===== src/sdvp_pkg.sv =====
// Constants for the SD copy-management and picture-adjust register bank
package sdvp_pkg;

  // Register subaddresses
  localparam logic [7:0] OFS_CM_CTRL    = 8'h99;
  localparam logic [7:0] OFS_CM_MID     = 8'h9a;
  localparam logic [7:0] OFS_CM_LOW     = 8'h9b;
  localparam logic [7:0] OFS_SCALE_LSB  = 8'h9c;
  localparam logic [7:0] OFS_LUMA_HI    = 8'h9d;
  localparam logic [7:0] OFS_CB_HI      = 8'h9e;
  localparam logic [7:0] OFS_CR_HI      = 8'h9f;
  localparam logic [7:0] OFS_HUE        = 8'ha0;
  localparam logic [7:0] OFS_BRIGHT     = 8'ha1;
  localparam logic [7:0] OFS_SHAPE_GAIN = 8'ha2;
  localparam logic [7:0] OFS_CORING     = 8'ha3;

  // Every register of the bank resets to this value
  localparam logic [7:0] REG_RESET      = 8'h00;
  // Unmapped subaddresses read as this value
  localparam logic [7:0] RD_UNMAPPED    = 8'h00;

  // Field positions in the copy-management control register
  localparam int CM_CHECKSUM_BIT = 4;
  localparam int CM_ODD_BIT      = 5;
  localparam int CM_EVEN_BIT     = 6;
  localparam int WSS_ENABLE_BIT  = 7;
  // Field position in the brightness register
  localparam int WSS_BLANK_BIT   = 7;

  // Writable bits of the shaping gain register, the rest reserved as zero
  localparam logic [7:0] SHAPE_WR_MASK = 8'h0f;

  // Shaping gain: code 0 is -4 dB, each code step is 2/3 dB (4 sixths)
  localparam logic [3:0] SHAPE_MAX_CODE  = 4'hc;
  localparam logic [6:0] SHAPE_STEP      = 7'h04;
  localparam logic [6:0] SHAPE_MIN_SIXTH = 7'h68;  // -24 sixths of a dB

  // Coring gain: codes above this clamp to it
  localparam logic [3:0] CORING_MAX_CODE = 4'h8;

endpackage : sdvp_pkg


===== src/sdvp_coring_decode.sv =====
// Decoder of one 4-bit coring gain code into sixteenths of unity
`timescale 1ns/10ps
module sdvp_coring_decode (
  // Code and mode
  input  wire logic              [3:0] code,
  input  wire logic                    nrMode,
  // Gain in 1/16 units, two's complement
  output      logic signed       [5:0] gainSixteenths
);
  import sdvp_pkg::*;

  logic [3:0] clamped;

  // Codes above eight are undefined; clamping keeps the gain bounded
  always_comb begin
    clamped = (code > CORING_MAX_CODE) ? CORING_MAX_CODE : code;
    if (nrMode) begin
      // Negative n/8, so code 8 gives -1
      gainSixteenths = -$signed({1'b0, clamped, 1'b0});
    end else begin
      gainSixteenths = $signed({2'b00, clamped});
    end
  end

endmodule : sdvp_coring_decode


===== src/sdvp_shaping_decode.sv =====
// Decoder of the luma shaping-filter gain code into sixths of a dB
`timescale 1ns/10ps
module sdvp_shaping_decode (
  // Code and external enable
  input  wire logic              [3:0] code,
  input  wire logic                    enable,
  // Gain in 1/6 dB units, two's complement
  output      logic signed       [6:0] gainSixthDb
);
  import sdvp_pkg::*;

  logic [3:0] clamped;
  logic [6:0] product;

  // Disabled filter gain is reported as 0 dB, the setting is ignored
  always_comb begin
    clamped = (code > SHAPE_MAX_CODE) ? SHAPE_MAX_CODE : code;
    product = 7'({3'b000, clamped} * SHAPE_STEP);
    if (enable) begin
      gainSixthDb = $signed(7'(product + SHAPE_MIN_SIXTH));
    end else begin
      gainSixthDb = 7'sh00;
    end
  end

endmodule : sdvp_shaping_decode


===== src/sdvp_regs.sv =====
// SD copy-management, signalling and picture-adjust register bank
// Summary of operation
// - Control bit 5 enables copy-management insertion on odd fields.
// - Control bit 6 enables copy-management insertion on even fields.
// - Upper payload bits 19:8 join control, mid-register high and low fields.
// - Mid bits 5:0 and the low register are shared copy-management / wide-screen data.
// - Luma scale is high register plus scale-LSB bits 1:0.
// - Blue-difference scale is its high register plus LSB bits 3:2.
// - Red-difference scale is its high register plus LSB bits 5:4.
// - Scale-LSB bits 7:6 are the subcarrier phase low bits.
// - Hue register holds an 8-bit hue adjust for chroma.
// - Shaping gain code 0 is -4 dB, 6 is 0 dB, 12 is +4 dB.
// - Shaping gain applies only while the external filter enable is set.
// - Coring codes 0..8 give +n/16 outside noise-reduction mode.
// - In noise-reduction mode coring codes give -n/8, code 8 gives -1.
`timescale 1ns/10ps
module sdvp_regs (
  // Clock and synchronous reset
  input  wire logic                    clk,
  input  wire logic                    rstn,
  // Serial-port subaddress access
  input  wire logic              [7:0] regAddr,
  input  wire logic                    regWrEn,
  input  wire logic              [7:0] regWrData,
  input  wire logic                    regRdEn,
  output      logic              [7:0] regRdData,
  output      logic                    regRdValid,
  // Video timing and mode inputs, same clock
  input  wire logic                    fieldOdd,
  input  wire logic                    shapingFilterEn,
  input  wire logic                    noiseReductionMode,
  // Copy-management and wide-screen signalling controls
  output      logic                    cmInsert,
  output      logic                    cmChecksumEn,
  output      logic             [19:0] cmPayload,
  output      logic                    wssInsert,
  output      logic                    wssBlank,
  output      logic             [13:0] wssPayload,
  // Picture adjust values
  output      logic              [9:0] lumaScale,
  output      logic              [9:0] cbScale,
  output      logic              [9:0] crScale,
  output      logic              [1:0] phaseLsb,
  output      logic              [7:0] hueAdjust,
  output      logic              [6:0] brightness,
  // Decoded gains
  output      logic signed       [6:0] shapingGain,
  output      logic signed       [5:0] coringBorderGain,
  output      logic signed       [5:0] coringDataGain
);
  import sdvp_pkg::*;

  // Whole block state, registers and registered outputs
  typedef struct packed {
    logic        [7:0] cmCtrl;
    logic        [7:0] cmMid;
    logic        [7:0] cmLow;
    logic        [7:0] scaleLsb;
    logic        [7:0] lumaHi;
    logic        [7:0] cbHi;
    logic        [7:0] crHi;
    logic        [7:0] hue;
    logic        [7:0] bright;
    logic        [7:0] shape;
    logic        [7:0] coring;
    logic        [7:0] rdData;
    logic              rdValid;
    logic              cmIns;
    logic              cmChk;
    logic       [19:0] cmPay;
    logic              wssIns;
    logic              wssBlk;
    logic       [13:0] wssPay;
    logic        [9:0] luma;
    logic        [9:0] cb;
    logic        [9:0] cr;
    logic        [1:0] phase;
    logic        [7:0] hueOut;
    logic        [6:0] brightOut;
    logic signed [6:0] shapeGain;
    logic signed [5:0] coreBorder;
    logic signed [5:0] coreData;
  } sdvp_state_s;

  sdvp_state_s       st_ff;
  sdvp_state_s       nxt_st;
  logic signed [6:0] shapeDec;
  logic signed [5:0] coreDec [2];
  logic       [87:0] regFile;

  // Shaping gain decode, gated by the external filter enable
  sdvp_shaping_decode uShape (
    .code        (st_ff.shape[3:0]),
    .enable      (shapingFilterEn),
    .gainSixthDb (shapeDec)
  );

  // Two identical coring decoders: border nibble and data nibble
  genvar gi;
  generate
    for (gi = 0; gi < 2; gi++) begin : gCore
      sdvp_coring_decode uCore (
        .code           (st_ff.coring[gi*4 +: 4]),
        .nrMode         (noiseReductionMode),
        .gainSixteenths (coreDec[gi])
      );
    end
  endgenerate

  // Read decode, shared by the read path and its check
  function automatic logic [7:0] rdMux(input sdvp_state_s s,
                                       input logic [7:0] a);
    case (a)
      OFS_CM_CTRL:    rdMux = s.cmCtrl;
      OFS_CM_MID:     rdMux = s.cmMid;
      OFS_CM_LOW:     rdMux = s.cmLow;
      OFS_SCALE_LSB:  rdMux = s.scaleLsb;
      OFS_LUMA_HI:    rdMux = s.lumaHi;
      OFS_CB_HI:      rdMux = s.cbHi;
      OFS_CR_HI:      rdMux = s.crHi;
      OFS_HUE:        rdMux = s.hue;
      OFS_BRIGHT:     rdMux = s.bright;
      OFS_SHAPE_GAIN: rdMux = s.shape;
      OFS_CORING:     rdMux = s.coring;
      default:        rdMux = RD_UNMAPPED;
    endcase
  endfunction : rdMux

  // Next state: register writes, read answer and derived outputs
  always_comb begin
    nxt_st = st_ff;
    // Reads return the value held before a same-cycle write
    nxt_st.rdValid = regRdEn;
    if (regRdEn) begin
      nxt_st.rdData = rdMux(st_ff, regAddr);
    end
    if (regWrEn) begin
      case (regAddr)
        OFS_CM_CTRL:    nxt_st.cmCtrl   = regWrData;
        OFS_CM_MID:     nxt_st.cmMid    = regWrData;
        OFS_CM_LOW:     nxt_st.cmLow    = regWrData;
        OFS_SCALE_LSB:  nxt_st.scaleLsb = regWrData;
        OFS_LUMA_HI:    nxt_st.lumaHi   = regWrData;
        OFS_CB_HI:      nxt_st.cbHi     = regWrData;
        OFS_CR_HI:      nxt_st.crHi     = regWrData;
        OFS_HUE:        nxt_st.hue      = regWrData;
        OFS_BRIGHT:     nxt_st.bright   = regWrData;
        // Reserved bits are forced so they always read back as zero
        OFS_SHAPE_GAIN: nxt_st.shape    = regWrData & SHAPE_WR_MASK;
        OFS_CORING:     nxt_st.coring   = regWrData;
        default:        nxt_st.cmCtrl   = st_ff.cmCtrl;
      endcase
    end
    // Field gating picks the odd or even enable for the current field
    nxt_st.cmIns = fieldOdd ? st_ff.cmCtrl[CM_ODD_BIT]
                            : st_ff.cmCtrl[CM_EVEN_BIT];
    nxt_st.cmChk  = st_ff.cmCtrl[CM_CHECKSUM_BIT];
    nxt_st.wssIns = st_ff.cmCtrl[WSS_ENABLE_BIT];
    nxt_st.wssBlk = st_ff.bright[WSS_BLANK_BIT];
    // Upper payload joins three fields
    nxt_st.cmPay = {st_ff.cmCtrl[3:0], st_ff.cmMid[7:6],
                    st_ff.cmMid[5:0], st_ff.cmLow};
    // One store feeds both services; the enabled one consumes it
    nxt_st.wssPay = {st_ff.cmMid[5:0], st_ff.cmLow};
    nxt_st.luma   = {st_ff.lumaHi, st_ff.scaleLsb[1:0]};
    nxt_st.cb     = {st_ff.cbHi, st_ff.scaleLsb[3:2]};
    nxt_st.cr     = {st_ff.crHi, st_ff.scaleLsb[5:4]};
    nxt_st.phase  = st_ff.scaleLsb[7:6];
    nxt_st.hueOut = st_ff.hue;
    nxt_st.brightOut  = st_ff.bright[6:0];
    nxt_st.shapeGain  = shapeDec;
    nxt_st.coreBorder = coreDec[0];
    nxt_st.coreData   = coreDec[1];
  end

  // State register; reset loads every register with its reset value
  always_ff @(posedge clk) begin
    if (!rstn) begin
      st_ff <= '0;
      st_ff.cmCtrl   <= REG_RESET;
      st_ff.cmMid    <= REG_RESET;
      st_ff.cmLow    <= REG_RESET;
      st_ff.scaleLsb <= REG_RESET;
      st_ff.lumaHi   <= REG_RESET;
      st_ff.cbHi     <= REG_RESET;
      st_ff.crHi     <= REG_RESET;
      st_ff.hue      <= REG_RESET;
      st_ff.bright   <= REG_RESET;
      st_ff.shape    <= REG_RESET;
      st_ff.coring   <= REG_RESET;
    end else begin
      st_ff <= nxt_st;
    end
  end

  // Outputs straight from the state register
  assign regRdData        = st_ff.rdData;
  assign regRdValid       = st_ff.rdValid;
  assign cmInsert         = st_ff.cmIns;
  assign cmChecksumEn     = st_ff.cmChk;
  assign cmPayload        = st_ff.cmPay;
  assign wssInsert        = st_ff.wssIns;
  assign wssBlank         = st_ff.wssBlk;
  assign wssPayload       = st_ff.wssPay;
  assign lumaScale        = st_ff.luma;
  assign cbScale          = st_ff.cb;
  assign crScale          = st_ff.cr;
  assign phaseLsb         = st_ff.phase;
  assign hueAdjust        = st_ff.hueOut;
  assign brightness       = st_ff.brightOut;
  assign shapingGain      = st_ff.shapeGain;
  assign coringBorderGain = st_ff.coreBorder;
  assign coringDataGain   = st_ff.coreData;

  // All eleven registers in one word, watched by the reset and write checks
  assign regFile = {st_ff.cmCtrl, st_ff.cmMid, st_ff.cmLow, st_ff.scaleLsb,
                    st_ff.lumaHi, st_ff.cbHi, st_ff.crHi, st_ff.hue,
                    st_ff.bright, st_ff.shape, st_ff.coring};
endmodule : sdvp_regs


===== config.mk =====
export PLATFORM = sky130hd
export DESIGN_NAME = sdvp_regs
export DESIGN_NICKNAME = d
export VERILOG_FILES = /design/src/sdvp_pkg.sv /design/src/sdvp_coring_decode.sv /design/src/sdvp_shaping_decode.sv /design/src/sdvp_regs.sv
export SDC_FILE = /design/constraint.sdc
export NUM_CORES = 1
export LEC_CHECK = 0
export BUFFER_PORTS_ARGS = -buffer_cell sky130_fd_sc_hd__buf_2
export CAP_MARGIN = 5
export CORE_MARGIN = 3
export CORE_UTILIZATION = 55
export DETAILED_ROUTE_END_ITERATION = 10
export MAX_ROUTING_LAYER = met4
export PLACE_DENSITY_LB_ADDON = 0.08
export SETUP_SLACK_MARGIN = 0.02
export SYNTH_ARGS = -nofsm -noshare
export SYNTH_HDL_FRONTEND = slang
export SYNTH_SLANG_ARGS = --single-unit

===== constraint.sdc =====
create_clock -name clk -period 2.3 [get_ports clk]
set_input_delay 0.46 -clock clk [delete_from_list [all_inputs] [get_ports clk]]
set_output_delay 0.46 -clock clk [all_outputs]
set_load 0.03 [all_outputs]

* Word level (Yosys, flattened, before mapping) *
Cells that the tools add are included.
Widths: inputs -> output; s select.

word-level totals
  flip-flop bits (word level) = 197

cells by class
  muxes and demuxes = 7
  $add $sub $neg = 3
  order comparisons = 3
  reductions and logical operators = 13
  equality and inequality tests = 11

operators by type and width
  kind                 number
  $eq 8x8->1 const B   11
  $pmux 8 s11          1
  $reduce_and 2->1     13
  $mux 4               5
  $gt 4x4->1 const B   3
  $neg 5->6            2
  $add 6x7->7 const B  1
  $mux 1               1

* Logic depth before layout (Yosys ltp) *
  depth in word-level cells = 4
  mapped depth = 8
  depth with buffers taken out = 6

* Modules after synthesis *
Synthesis repeated with hierarchy kept, for this count alone.

second synthesis, totals
  cell total of the unflattened synthesis = 691
  area, all modules = 7317.0 um2

modules (own cells, without submodules)
  module               instances  cells each  seq. area each (um2)  area an instance (um2)
  sdvp_regs            1          643         3663.5                6998.0
  sdvp_coring_decode   2          17          0.0                   115.1
  sdvp_shaping_decode  1          14          0.0                   88.8

* Least setup slack after synthesis *
No wires, ideal clock.

  path kind = in2reg
  start point = input port regAddr[0]
  end point = register st_ff (netlist bit nxt_st[61])
  required time = 2.172 ns
  setup slack = 0.515 ns
  arrival time = 1.658 ns
  stages = 8
  library setup time = 0.128 ns
  cell sequence = buf_4 > nor2b_1 > buf_4 > nand2_2 > or2_2 > buf_2 > mux2i_1 > nor2_1

on the way
  cells in the longest elaborated chain, start to end = 2

RTL lines
  item                               line              source
  start: declaration                 sdvp_regs.sv:22   input wire logic [7:0] regAddr,
  $eq 8x8->1                         sdvp_regs.sv:138  case (regAddr)
  $reduce_and 2->1 (no source line)  n/a
  end signal: assignment             sdvp_regs.sv:192  st_ff <= nxt_st;
  end: declaration                   sdvp_regs.sv:85   sdvp_state_s st_ff;

Every way passes these cells.
A chain may end at the register's enable or synchronous reset.

* Worst setup path after layout *
  start point = input port regAddr[1]
  end point = register st_ff (netlist bit regRdData[2])

on the way
  cells in the longest elaborated chain, start to end = 2
  elaborated cells on any way between the ends = 12
  those cells by class = eq/ne: 11; mux: 1

RTL lines
  item             line              source
  $eq 8x8->1       sdvp_regs.sv:113  case (a)
  $pmux 8 s11 (*)  sdvp_regs.sv:113

Mark *: on every way between the ends. The rest lies on a longest branch, timed or not.

==> results.txt <==
The fraction of registers with async set or reset after synthesis came out at 0%. The first global-routing pass estimated 27500 um of wire. After clock tree synthesis, the clock-pin slew on the worst setup and hold paths is 0.06 ns. The power density normalized to cell area is 766 nW/um^2, and the clock latency of the later-clocked register in the worst-skew pair is 0.42 ns. Sorting the synthesized cells by how often they occur yields dfxtp_1, nand2_1, and2_1. Of the post-synthesis cell area, the part taken by muxes is 10.2%. The logs give 17000 um for the final routed wirelength across all metal layers and 614 MHz for the timing-limited maximum frequency. Count of fill cells added during filler insertion: 1011. Dividing the final minimum period by the clock period gives 70.8%.

Averaged over all synthesized cells, the footprint is 9.56 sq um. Clock tree synthesis selected as its root buffer the cell clkbuf_16. After detailed routing, the average wire length per cell comes to 16.9 um.

The logs give 91 for the maximum number of pins on one net before global-route repair and 3.63 nW for the leakage power. The run gives 25.8% as the global router's overall resource usage. The tightest hold path in the finished design has a slack of 0.298 ns. The run gives 136 as the top-level port count. The layout-stage area growth over the synthesis result was 18.7%. The wire-length estimate of the detail-placed layout is 12100 um. The number of antenna violations at the first check in global routing was 0; the height of the chip was 118 um. The register bit count reported by yosys works out to 181.

The share of total power dissipated in sequential elements is 50.4%. In this run the standard cell core region covers 12100 sq um. The post-synthesis simple-gate area fraction came out at 21.7%.

The internal portion of the total power is 4.91 mW. The critical path goes through buf_2, buf_4, mux2i_1, o211ai_1, a21boi_0, a221oi_2. The critical path data arrival time is 1.92 ns. Category of the critical setup timing path: input port to register.

The run gives 0 as the number of endpoints failing setup at the final stage. The area fraction in compound gates after synthesis is 9.77%. The run gives 1.34 mW as the switching power.

In this run, synthesis inferred 0 flip-flops with an integrated enable. The most used standard cell by instance count after synthesis is dfxtp_1. The largest single stage delay on the critical path is 0.34 ns. In this run the worst path has a maximum fanout of 18.

Number of buffers inserted during clock tree synthesis: 17. The post-cts gate resize count is 0, and the fraction of synthesized cell area taken by the top area cell type is 52.7%. Once the clock tree was built, the setup fixing pass inserted 0 buffers. The maximum count of clock buffers along a single path is 2, and the post-synthesis instance area is 6870 sq um. In this run, post-CTS hold repair placed 0 buffers. The synthesized instance count was 719. The die covers 13900 sq um.

Cells with a size suffix above 1 make up 25.7% of the layout. Setup repair after global routing left no endpoint under its margin. The startpoint type of the worst setup path is an input port.

Combinational cells account for 3.9% of the total power. The tools report the clock skew after layout as 0.00546 ns. Number of antenna cells inserted: 0.

TritonCTS built the clock tree. The biggest area contributor in the post-synthesis netlist is dfxtp_1. The weighted congestion at the end of routability-driven global placement is 0.960. The final instance area was 8160 sq um; the number of buffers and inverters on the critical path was 2. The number of global-route vias before repair was 5152; the post-detailed-route via-to-cell ratio was 5.34.

The number of buffers added on ports was 133; the maximum ir drop on the vdd rail was 0.490 mV. The number of synthesis warnings came out at 0. In this run, the number of DRC markers left after iteration 0 of detailed routing was 339. The fraction of the yosys area taken by sequential cells was 52.7%. The logs give 0 for the total count of max-transition violations in the final report and 56.8% for the initial core utilization. The classification of the worst-slack hold path was input port to register. The tool flagged a number of max-cap violations equal to 0.

The cell family contributing the most delay on the critical path is buffers and inverters. The pre-antenna-repair detailed-routing pass consisted of 5 iterations. Of the total power, the share spent switching nets is 21.5%. After synthesis, the largest family of logic cells by area is simple AND/OR/NAND/NOR gates. The number of vias after detailed routing was 5369. The share of total power dissipated in the clock network is 45.7%. Number of distinct library cell variants in the gate-level netlist after synthesis: 50. Remaining antenna violation count after routing: 0. In the final design database the tool counted 852 nets. The die is 118 um wide.

Summed over all layers, the global routing overflow is 0. The master of the slowest instance on the critical path was buf_2. Subtracting the final worst setup slack from the clock period gives 1.63 ns. The critical path endpoint category is a register. Setup total negative slack on the finished layout was measured at 0 ns. After synthesis, the cell types taking the most area are dfxtp_1, and2_1, nand2_1, mux2i_1, a21oi_1. The synthesized netlist devotes 0.546% of its cell area to adder and majority cells. The initialized floorplan defines 40 standard-cell rows. The parity-gate share of the synthesized area counting xor and xnor cells came out at 0.127%.

The flow ran to the end, and the final reports show no timing, DRC or antenna violations. The dominant synthesized flop cell is dfxtp_1. Number of remaining DRC errors: 0. In this run the number of H-tree levels came out at 4.

The logs give 0 for the number of endpoints with negative hold slack in the final report and 7570 sq um for the post-detailed-placement cell area. The CTS sink count is 181, and the endpoint required time on the critical path is 2.59 ns.
[cell usage in the layout, fill, tap and decap left out, types with 2 or more instances in the layout]
cell type	count
clkinv_2	2
mux4_2	7
clkbuf_1	2
a311oi_1	4
nor2_1	64
dfxtp_1	181
a221oi_2	4
clkinv_4	2
buf_2	133
a32oi_1	5
nand2_2	2
nor3_1	2
mux2i_1	43
nand2b_1	7
nor2b_1	4
conb_1	2
nand3b_1	4
o21ai_0	5
nor3b_1	2
a21oi_1	58
nand2_1	121
a22oi_1	6
a211oi_1	2
nor3_2	2
buf_4	16
a21boi_0	3
bufinv_16	3
and2_1	74
mux2_2	10
and3_1	5
o21ai_1	2
or2_2	3
clkbuf_16	17
clkinvlp_4	4
ha_1	3
o211ai_1	3
nand3_1	6
a22o_1	6
[worst reg2reg max path, stage by stage (launching register included)]
cell and delay [ns]:
dfxtp_1 0.39, mux2_2 0.17, a221oi_1 0.06, a311oi_1 0.37, nor3_1 0.11, a211oi_1 0.26
[layer usage]
layer	share of wire, %	up-vias	routed length, um	GRT usage, %
li1	-	2610	-	-
met1	41	2480	6980	32.0
met2	48	235	8240	40.9
met3	7.4	44	1260	5.43
met4	3.2	0	544	11.1
met5	0	-	0	-
[flip-flops by register name, indices dropped and copies added (netlist names), 5 cells and up]
name,count
nxt_st,70
cmPayload,20
regFile,14
cbScale,10
crScale,10
lumaScale,10
hueAdjust,8
regRdData,8
brightness,7
coringBorderGain,6
coringDataGain,6
shapingGain,5
[cells by family after synthesis]
family,after synthesis
xor gates and xnor gates,1
AOI/OAI and AO/OA,104
DFF,181
muxes,60
buffers and inverters,65
and+or+nand+nor,304
adders and majority gates,3
other,1
[area by class of cell]
class | count | area (sq um) | area share, %
clock buffers | 19 | 433 | 5.31
inverters | 2 | 7.51 | 0.0920
clock inverters | 12 | 156 | 1.92
flip-flops and latches | 181 | 3620 | 44.4
multi-input cells | 474 | 2920 | 35.8
repair buffers | 150 | 806 | 9.88
well taps | 168 | 210 | 2.58
[through the flow]
step	worst slack, ns	cells	utilization, %	power (mW)
2_1_floorplan	0.515	720	-	3.38
3_3_place_gp	0.313	975	62.5	3.45
3_5_place_dp	0.258	975	62.5	3.46
4_1_cts	0.710	1006	67.3	6.30
5_1_grt	0.539	1006	67.3	6.46
6_report	0.672	1006	67.3	6.25
[power groups by stage]
stage,Combinational (mW),Sequential [mW],Clock (mW)
4_1_cts,0.241,3.15,2.91
3_5_place_dp,0.240,3.22,0
2_1_floorplan,0.147,3.23,0
6_report,0.243,3.15,2.86
5_1_grt,0.261,3.15,3.05
3_3_place_gp,0.236,3.22,0
[worst paths after layout]
check,startpoint,endpoint,slack (ns),cells past startpoint
hold / removal,fieldOdd,cmInsert,0.30,3
hold reg to reg,nxt_st[38],nxt_st[38],0.46,2
setup reg to reg,nxt_st[54],regRdData[6],0.85,5
setup / recovery,regAddr[1],regRdData[2],0.67,6
Note: power is estimated with default switching activity, not from simulation.
